## config.mk

```make
export PLATFORM = sky130hd
export DESIGN_NAME = cmx_top
export DESIGN_NICKNAME = d
export VERILOG_FILES = /design/src/shared/cmx_pkg.sv /design/src/rtl/cmx_top.sv /design/src/rtl/cmx_ahb_slave.sv /design/src/rtl/cmx_chan.sv
export VERILOG_INCLUDE_DIRS = /design/src /design/src/shared
export SDC_FILE = /design/constraint.sdc
export NUM_CORES = 1
export LEC_CHECK = 0
export BUFFER_PORTS_ARGS = -buffer_cell sky130_fd_sc_hd__buf_2
export CORE_MARGIN = 4
export CORE_UTILIZATION = 50
export DETAILED_ROUTE_END_ITERATION = 10
export PLACE_DENSITY_LB_ADDON = 0.12
export SETUP_SLACK_MARGIN = 0.05
export SYNTH_ARGS = -nofsm -noshare
export SYNTH_HDL_FRONTEND = slang
export SYNTH_SLANG_ARGS = --single-unit
```

## constraint.sdc

```tcl
create_clock -name clock -period 2.42 [get_ports clock]
set_input_delay 0 -clock clock [delete_from_list [all_inputs] [get_ports clock]]
set_output_delay 0 -clock clock [all_outputs]
set_load 0.005 [all_outputs]
```

## src/shared/cmx_defs.svh

```systemverilog
// register offsets, bit positions, reset values and codes of the comparator control block
`ifndef CMX_DEFS_SVH
`define CMX_DEFS_SVH

// ***************************************************************
// register byte offsets
// ***************************************************************
`define CMX_OFS_CTRL0    8'h00
`define CMX_OFS_CTRL1    8'h04
`define CMX_OFS_CTRL2    8'h08
`define CMX_OFS_STATUS   8'h0C
`define CMX_OFS_BUFOFF0  8'h10
`define CMX_OFS_BUFOFF1  8'h14
`define CMX_OFS_IRQMASK  8'h18

// ***************************************************************
// shared status fields
// ***************************************************************
`define CMX_ST_HALVE     7
`define CMX_ST_FLAG2     6
`define CMX_ST_FLAG1     5
`define CMX_ST_FLAG0     4
`define CMX_ST_LEVEL2    2
`define CMX_ST_LEVEL1    1
`define CMX_ST_LEVEL0    0

// ***************************************************************
// input buffer disable fields
// ***************************************************************
`define CMX_BO0_NEGPIN   3
`define CMX_BO0_CMP2     2
`define CMX_BO1_CMP0     5
`define CMX_BO1_CMP1     2

// ***************************************************************
// reset values
// ***************************************************************
`define CMX_RST_CTRL     8'h00
`define CMX_RST_BYTE     8'h00

// ***************************************************************
// sense, negative input and bus transfer codes
// ***************************************************************
`define CMX_SENSE_TOGGLE 2'h0
`define CMX_SENSE_FALL   2'h2
`define CMX_SENSE_RISE   2'h3
`define CMX_NEG_LAST     3'h5
`define CMX_HSIZE_WORD   3'h2
`define CMX_HTRANS_NSEQ  2'h2

`endif

```

## src/shared/cmx_pkg.sv

```systemverilog
// types shared by the comparator control block
package cmx_pkg;

  // one comparator control byte
  typedef struct packed {
    logic       en;
    logic       ie;
    logic [1:0] sense;
    logic       spare;
    logic [2:0] neg_sel;
  } cmx_ctrl_t;

  // register write taken from the bus
  typedef struct packed {
    logic        valid;
    logic [7:0]  addr;
    logic [31:0] data;
  } cmx_wr_t;

endpackage

```

## src/rtl/cmx_top.sv

```systemverilog
// comparator status, select, input disable and interrupt logic with AHB-Lite registers
//
// Notes on behaviour
// - comparator negative select: six sources, two reserved
// - halve bit divides comparator clock by two
// - comparator 2 flag set on sensed edge
// - comparator 1 flag set on sensed edge
// - comparator 0 flag set on sensed edge
// - flag cleared when enabled interrupt is taken
// - writing one clears flag, zero keeps
// - flags offered as conversion triggers
// - status low bits read live comparator levels
// - first disable register: negative and comparator-2 pins
// - second disable register: comparator 0, 1 pins
// - disabled pin always reads zero
// - sense: toggle, reserved, falling, rising
// - sample on each comparator clock falling edge; the block samples on the rising clock edge of each cmp_sample tick
// - output high when positive exceeds negative
// - per comparator interrupt enable gates request
//
// Added by the designer: the AHB-Lite slave port and the register offsets.
`include "cmx_defs.svh"

module cmx_top
  import cmx_pkg::*;
(
  // clock and reset
  input  wire logic        clock,
  input  wire logic        nrst,
  // AHB-Lite slave
  input  wire logic        hsel,
  input  wire logic [31:0] haddr,
  input  wire logic [1:0]  htrans,
  input  wire logic        hwrite,
  input  wire logic [2:0]  hsize,
  input  wire logic        hready,
  input  wire logic [31:0] hwdata,
  output logic             hreadyout,
  output logic             hresp,
  output logic [31:0]      hrdata,
  // comparator cores
  input  wire logic [2:0]  cmp_raw,
  output logic [2:0]       cmp_enable,
  output logic             cmp_sample,
  output logic [5:0]       cmp_neg_route0,
  output logic [5:0]       cmp_neg_route1,
  output logic [5:0]       cmp_neg_route2,
  // analog pins: 0 negative, 1 cmp2 positive, 2 cmp0 positive, 3 cmp1 positive
  input  wire logic [3:0]  pin_in,
  output logic [3:0]       pin_read,
  output logic [3:0]       pin_buffer_off,
  // events and interrupts
  input  wire logic [2:0]  irq_taken,
  output logic [2:0]       cmp_irq_req,
  output logic [2:0]       cmp_trigger,
  output logic             irq
);

  // ***************************************************************
  // state
  // ***************************************************************
  cmx_ctrl_t  ctrl [3];
  logic       cmp_clock_halve;
  logic       phase;
  logic [7:0] buffer_off_first;
  logic [7:0] buffer_off_second;
  logic [7:0] irq_mask;
  logic [3:0] pin_sync1;
  logic [3:0] pin_sync2;
  logic [2:0] level;
  logic [2:0] flag;
  logic [2:0] evt;
  logic [2:0] clr;
  logic [7:0] rd_addr;
  logic [7:0] rd_data;
  cmx_wr_t    wr;
  logic [7:0] status;

  // ***************************************************************
  // bus front end
  // ***************************************************************
  cmx_ahb_slave u_bus (
    .clock     (clock),
    .nrst      (nrst),
    .hsel      (hsel),
    .haddr     (haddr),
    .htrans    (htrans),
    .hwrite    (hwrite),
    .hsize     (hsize),
    .hready    (hready),
    .hwdata    (hwdata),
    .hreadyout (hreadyout),
    .hresp     (hresp),
    .hrdata    (hrdata),
    .rd_addr   (rd_addr),
    .rd_data   (rd_data),
    .wr        (wr)
  );

  // ***************************************************************
  // decode
  // ***************************************************************
  wire       wr_ctrl0   = wr.valid && wr.addr == `CMX_OFS_CTRL0;
  wire       wr_ctrl1   = wr.valid && wr.addr == `CMX_OFS_CTRL1;
  wire       wr_ctrl2   = wr.valid && wr.addr == `CMX_OFS_CTRL2;
  wire       wr_status  = wr.valid && wr.addr == `CMX_OFS_STATUS;
  wire       wr_bufoff0 = wr.valid && wr.addr == `CMX_OFS_BUFOFF0;
  wire       wr_bufoff1 = wr.valid && wr.addr == `CMX_OFS_BUFOFF1;
  wire       wr_irqmask = wr.valid && wr.addr == `CMX_OFS_IRQMASK;
  wire [7:0] wbyte      = wr.data[7:0];
  wire [2:0] w1c_flags  = wr_status ? {wbyte[`CMX_ST_FLAG2], wbyte[`CMX_ST_FLAG1],
                                       wbyte[`CMX_ST_FLAG0]} : 3'h0;

  // ***************************************************************
  // comparator clock
  // ***************************************************************
  // one sample per system clock, or one every second clock when halved
  assign cmp_sample = ~cmp_clock_halve | phase;

  // ***************************************************************
  // registers
  // ***************************************************************
  always_ff @(posedge clock or negedge nrst) begin
    if (!nrst) begin
      ctrl[0] <= `CMX_RST_CTRL;
      ctrl[1] <= `CMX_RST_CTRL;
      ctrl[2] <= `CMX_RST_CTRL;
    end else begin
      if (wr_ctrl0) ctrl[0] <= {wbyte[7:4], 1'b0, wbyte[2:0]};
      if (wr_ctrl1) ctrl[1] <= {wbyte[7:4], 1'b0, wbyte[2:0]};
      if (wr_ctrl2) ctrl[2] <= {wbyte[7:4], 1'b0, wbyte[2:0]};
    end
  end

  always_ff @(posedge clock or negedge nrst) begin
    if (!nrst) begin
      cmp_clock_halve   <= 1'b0;
      phase             <= 1'b0;
      buffer_off_first  <= `CMX_RST_BYTE;
      buffer_off_second <= `CMX_RST_BYTE;
      irq_mask          <= `CMX_RST_BYTE;
    end else begin
      phase <= ~phase;
      if (wr_status) cmp_clock_halve <= wbyte[`CMX_ST_HALVE];
      if (wr_bufoff0) buffer_off_first <= wbyte;
      if (wr_bufoff1) buffer_off_second <= wbyte;
      if (wr_irqmask) irq_mask <= wbyte;
    end
  end

  // ***************************************************************
  // channels
  // ***************************************************************
  // flags clear by a written one or by a taken, enabled vector
  assign clr[0] = w1c_flags[0] | (irq_taken[0] & ctrl[0].ie);
  assign clr[1] = w1c_flags[1] | (irq_taken[1] & ctrl[1].ie);
  assign clr[2] = w1c_flags[2] | (irq_taken[2] & ctrl[2].ie);

  // comparator 0 event flag
  cmx_chan u_chan0 (
    .clock     (clock),
    .nrst      (nrst),
    .raw       (cmp_raw[0]),
    .sample    (cmp_sample),
    .ctrl      (ctrl[0]),
    .clr       (clr[0]),
    .level     (level[0]),
    .flag      (flag[0]),
    .evt       (evt[0]),
    .neg_route (cmp_neg_route0)
  );

  // comparator 1 event flag
  cmx_chan u_chan1 (
    .clock     (clock),
    .nrst      (nrst),
    .raw       (cmp_raw[1]),
    .sample    (cmp_sample),
    .ctrl      (ctrl[1]),
    .clr       (clr[1]),
    .level     (level[1]),
    .flag      (flag[1]),
    .evt       (evt[1]),
    .neg_route (cmp_neg_route1)
  );

  // comparator 2 event flag
  cmx_chan u_chan2 (
    .clock     (clock),
    .nrst      (nrst),
    .raw       (cmp_raw[2]),
    .sample    (cmp_sample),
    .ctrl      (ctrl[2]),
    .clr       (clr[2]),
    .level     (level[2]),
    .flag      (flag[2]),
    .evt       (evt[2]),
    .neg_route (cmp_neg_route2)
  );

  assign cmp_enable = {ctrl[2].en, ctrl[1].en, ctrl[0].en};

  // ***************************************************************
  // events and interrupts
  // ***************************************************************
  assign cmp_trigger = flag;
  assign cmp_irq_req = flag & {ctrl[2].ie, ctrl[1].ie, ctrl[0].ie};
  assign irq         = |(status & irq_mask & 8'h70);

  // ***************************************************************
  // input buffers
  // ***************************************************************
  assign pin_buffer_off = {buffer_off_second[`CMX_BO1_CMP1], buffer_off_second[`CMX_BO1_CMP0],
                           buffer_off_first[`CMX_BO0_CMP2],
                           buffer_off_first[`CMX_BO0_NEGPIN]};

  always_ff @(posedge clock or negedge nrst) begin
    if (!nrst) begin
      pin_sync1 <= 4'h0;
      pin_sync2 <= 4'h0;
    end else begin
      pin_sync1 <= pin_in;
      pin_sync2 <= pin_sync1;
    end
  end

  assign pin_read = pin_sync2 & ~pin_buffer_off;

  // ***************************************************************
  // read back
  // ***************************************************************
  assign status  = {cmp_clock_halve, flag, 1'b0, level};
  assign rd_data = (rd_addr == `CMX_OFS_CTRL0)   ? ctrl[0] :
                   (rd_addr == `CMX_OFS_CTRL1)   ? ctrl[1] :
                   (rd_addr == `CMX_OFS_CTRL2)   ? ctrl[2] :
                   (rd_addr == `CMX_OFS_STATUS)  ? status :
                   (rd_addr == `CMX_OFS_BUFOFF0) ? buffer_off_first :
                   (rd_addr == `CMX_OFS_BUFOFF1) ? buffer_off_second :
                   (rd_addr == `CMX_OFS_IRQMASK) ? irq_mask : 8'h00;
endmodule // cmx_top

```

## src/rtl/cmx_ahb_slave.sv

```systemverilog
// AHB-Lite slave front end of the comparator control block
`include "cmx_defs.svh"

module cmx_ahb_slave
  import cmx_pkg::*;
(
  // clock and reset
  input  wire logic        clock,
  input  wire logic        nrst,
  // AHB-Lite
  input  wire logic        hsel,
  input  wire logic [31:0] haddr,
  input  wire logic [1:0]  htrans,
  input  wire logic        hwrite,
  input  wire logic [2:0]  hsize,
  input  wire logic        hready,
  input  wire logic [31:0] hwdata,
  output logic             hreadyout,
  output logic             hresp,
  output logic [31:0]      hrdata,
  // register side
  output logic [7:0]       rd_addr,
  input  wire logic [7:0]  rd_data,
  output cmx_wr_t          wr
);
  logic       wr_pend;
  logic [7:0] wr_addr;

  wire take    = hsel & hready & (htrans == `CMX_HTRANS_NSEQ);
  wire take_wr = take & hwrite & (hsize == `CMX_HSIZE_WORD);
  wire take_rd = take & ~hwrite;

  // zero wait state, always OKAY
  assign hreadyout = 1'b1;
  assign hresp     = 1'b0;
  assign rd_addr   = haddr[7:0];
  assign wr        = '{valid: wr_pend, addr: wr_addr, data: hwdata};

  // read data is fetched in the address phase and stands in the data phase
  always_ff @(posedge clock or negedge nrst) begin
    if (!nrst) begin
      wr_pend <= 1'b0;
      wr_addr <= 8'h00;
      hrdata  <= 32'h0000_0000;
    end else begin
      wr_pend <= take_wr;
      wr_addr <= haddr[7:0];
      hrdata  <= take_rd ? {24'h00_0000, rd_data} : 32'h0000_0000;
    end
  end
endmodule // cmx_ahb_slave

```

## src/rtl/cmx_chan.sv

```systemverilog
// one comparator channel: result sampling, edge sensing and event flag
`include "cmx_defs.svh"

module cmx_chan
  import cmx_pkg::*;
(
  // clock and reset
  input  wire logic      clock,
  input  wire logic      nrst,
  // comparator core
  input  wire logic      raw,
  input  wire logic      sample,
  // control
  input  wire cmx_ctrl_t ctrl,
  input  wire logic      clr,
  // results
  output logic           level,
  output logic           flag,
  output logic           evt,
  output logic [5:0]     neg_route
);
  logic sync1;
  logic sync2;

  // result moves only on a comparator clock tick while enabled, and drops to zero when disabled
  wire next_level = ctrl.en ? (sample ? sync2 : level) : 1'b0;
  wire rise       = ~level & next_level;
  wire fall       = level & ~next_level;
  wire sense_hit  = (ctrl.sense == `CMX_SENSE_TOGGLE) ? (rise | fall) :
                    (ctrl.sense == `CMX_SENSE_FALL)   ? fall :
                    (ctrl.sense == `CMX_SENSE_RISE)   ? rise : 1'b0;
  assign evt      = ctrl.en & sample & sense_hit;
  // a set in the clearing cycle wins
  wire next_flag  = evt | (flag & ~clr);
  // reserved codes close no switch
  wire [5:0] next_route = (ctrl.neg_sel <= `CMX_NEG_LAST) ?
                          (6'h01 << ctrl.neg_sel) : 6'h00;

  always_ff @(posedge clock or negedge nrst) begin
    if (!nrst) begin
      sync1     <= 1'b0;
      sync2     <= 1'b0;
      level     <= 1'b0;
      flag      <= 1'b0;
      neg_route <= 6'h00;
    end else begin
      sync1     <= raw;
      sync2     <= sync1;
      level     <= next_level;
      flag      <= next_flag;
      neg_route <= next_route;
    end
  end
endmodule // cmx_chan

```

==> run summary <==
YS warnings -> 0
largest net degree at the start of global routing -> 51
first-pass GRT wire length -> 15.1 mm
xor and xnor area share after synthesis -> 0%
Die Y -> 103 um
clk buf depth -> 2
Leak -> 2.65 nW
primary flip-flop cell chosen by synthesis mapping -> dfrtp_1
share of layout cells above drive strength 1 -> 33.0%
post-synthesis instance area -> 4480 sq um
Fillers -> 732
GP Congestion -> 0.788
dominant combinational cell family by area after synthesis -> multiplexers
EDFF count, synth -> 0
internal power -> 2.41 mW
clock share of power -> 35.3%
Synth area leaders -> dfrtp_1, mux2_2, buf_4
I/O pin count -> 155
Core ar. -> 8720 sq um
n_diodes -> 0
Final Hold Viols -> 0
power per cell area -> 595 nW/um^2
register area share after synthesis -> 56.9%
vias in the first global route -> 2909
initial antenna violation count -> 0
DRT Pass-1 Iters -> 4
clock root cell -> clkbuf_8
area leader, netlist -> dfrtp_1
commonest non-fill, non-tap cell in the layout -> dfrtp_1
Sw Share -> 23.6%
combinational share of power -> 8.1%
setup TNS -> 0 ps
total power draw -> 3.16 mW
die area -> 10500 sq um
Post-Synth Adder-Cell Area -> 1.67%
slowest stage delay, CP -> 580 ps
sw power -> 748 uW
final count of negative-setup-slack endpoints -> 0
clk slew on worst S/H paths -> 100 ps
Final nets -> 548
I/O Buffers -> 80
flop and latch count out of synthesis -> 102
Mapped Cells -> 356
Final period util -> 91.7%
# placed instances -> 529
Period minus WS final -> 2220 ps
status -> finished clean
Detail Placement HPWL -> 6.66 mm
Avg WL per Cell -> 16.9 um
post-route ant nets -> 0
CTS buffer count -> 9
final wirelength -> 9.65 mm
post-CTS sizing -> 0
kind of cell adding the most delay to the critical path -> simple AND/OR/NAND/NOR gates
CP endpoint kind -> register
most frequent cells in the layout -> dfrtp_1, buf_2, mux2_2, conb_1, dlygate4sd3_1
row count -> 34
compound-cell area share of the yosys netlist -> 7.34%
CTS tree -> built
gr ovfl total -> 0
Clock Skew -> 12.0 ps
Yosys cell types -> 44
unrepaired setup endpoints after global routing -> no
ys async rst share -> 100%
Fmax -> 450 MHz
final slew viol count -> 0
DRC marker count from the first detailed-route iteration -> 98
DP Area -> 4840 sq um
vias per inst -> 5.31
Slew HR -> 55.7%
Peak VDD IR -> 0.000307 V
# DRC -> 0
crit path launch type -> register
fin area -> 5310 sq um
area share of the largest cell type after synthesis -> 56.9%
CTS H-tree lvls -> 3
later-pin clock latency in the skew report -> 370 ps
total track usage -> 19.0%
sequence of cells on the critical path -> or3b_4, or3_4, or3_1, mux2_4
fin cells -> 571
clk sinks -> 102
Worst Path Arrival -> 2480 ps
Crit Path Max Fanout -> 8
Flop pwr share -> 56.6%
CP required -> 2680 ps
mux contribution to synthesized area -> 14.5%
Die Width -> 103 um
Layout Area Growth over Synthesis -> 18.5%
Synth Area in Simple Gates -> 11.5%
Vias -> 3030
syn_area_per_cell -> 12.6 sq um
worst path bufs/invs -> 0
Crit-path slowest cell -> or3_1
WS Path Type -> register to register
class of the worst hold path -> input port to register
worst slew pin tran -> 664 ps
Initial Utilization -> 51.4%
max_cap viols -> 0
==> registers in the layout (all words and copies together), names as in the netlist, 3 cells and up <==
name,cells
irq_mask,8
u_chan0.neg_route,6
u_chan2.neg_route,6
pin_sync2,4
buffer_off_first,8
buffer_off_second,8
u_bus.hrdata,8
pin_sync1,4
u_chan1.neg_route,6
cmp_enable,3
ctrl,18
u_bus.wr_addr,8
==> area by class of cell <==
| type | instances | area, sq um | area share, % |
|---|---|---|---|
| sequential | 102 | 2550 | 48.0 |
| multi-input combinational | 222 | 1670 | 31.3 |
| timing repair buffer | 112 | 708 | 13.3 |
| clock buffer | 12 | 155 | 2.92 |
| tap | 108 | 135 | 2.54 |
| clock inverter | 4 | 55.1 | 1.04 |
| inverter | 11 | 41.3 | 0.777 |
==> timing repair <==
item / 4_1_cts / 5_1_grt
hold buffers: 26 / 0
endpoints found under the setup margin: 0 / 0
setup buffers: 0 / 0
endpoints found under the hold margin: 103 / 0
==> per-layer routing <==
layer / global-route usage (%) / routed length (um) / up-vias / share of wire, %
li1: - / - / 1396 / -
met1: 25.5 / 4240 / 1531 / 44
met2: 30.7 / 4730 / 87 / 49
met3: 2.77 / 454 / 16 / 4.7
met4: 8.88 / 231 / 0 / 2.4
met5: 0 / 0 / - / 0
==> synth_stat cells (2+ instances only) <==
| cell | number |
|---|---|
| nand2b_1 | 8 |
| buf_4 | 36 |
| mux2_2 | 39 |
| nor4_1 | 2 |
| a41o_1 | 3 |
| and3b_1 | 6 |
| or3_1 | 4 |
| o2bb2ai_1 | 6 |
| o221ai_1 | 2 |
| a31oi_1 | 9 |
| inv_1 | 11 |
| dfrtp_1 | 102 |
| nand3_1 | 3 |
| nor3_1 | 6 |
| conb_1 | 2 |
| a32oi_1 | 3 |
| and2_1 | 3 |
| nand2_1 | 18 |
| clkbuf_1 | 6 |
| mux2i_1 | 9 |
| o31ai_1 | 3 |
| nor3b_1 | 9 |
| a21oi_1 | 8 |
| mux2_4 | 8 |
| o211ai_1 | 3 |
| o21ai_0 | 7 |
| nor2b_1 | 9 |
| ha_1 | 6 |
| nor2_1 | 10 |
==> power by group through the flow <==
| stage | sequential, mW | clock [mW] | combinational, mW |
|---|---|---|---|
| 2_1_floorplan | 1.81 | 0 | 0.151 |
| 3_3_place_gp | 1.82 | 0 | 0.224 |
| 3_5_place_dp | 1.82 | 0 | 0.227 |
| 4_1_cts | 1.79 | 1.14 | 0.259 |
| 5_1_grt | 1.80 | 1.21 | 0.288 |
| 6_report | 1.79 | 1.12 | 0.256 |
==> through the flow <==
| stage | util [%] | hold WS [ps] | setup WS [ps] |
|---|---|---|---|
| 3_3_place_gp | 55.5 | 73.0 | 229 |
| 3_5_place_dp | 55.5 | 73.3 | 213 |
| 5_1_grt | 60.9 | 34.7 | 156 |
| 6_report | 60.9 | 24.3 | 200 |
| 2_1_floorplan | - | -296 | 467 |
| 4_1_cts | 60.9 | 11.2 | 186 |
==> cells by family after synthesis <==
group | Yosys count
DFF | 102
and+or+nand+nor | 87
buffers and inverters | 56
muxes | 56
AOI/OAI and AO/OA | 47
adders and majority gates | 6
other | 2
==> final timing paths <==
path                                        endpoint  cells past startpoint  slack (ps)        startpoint
worst max-delay path                     irq_mask[6]                      4         200  u_bus.wr_addr[7]
worst min-delay path                     irq_mask[5]                      2          20         hwdata[5]
worst max register to register           irq_mask[6]                      4         200  u_bus.wr_addr[7]
worst min register to register          pin_sync2[1]                      0         350      pin_sync1[1]
max in group asynchronous       u_chan2.neg_route[2]                      3        1520              nrst
min in group asynchronous              u_bus.wr_pend                      2         170              nrst
Note: power is estimated with default switching activity, not from simulation.
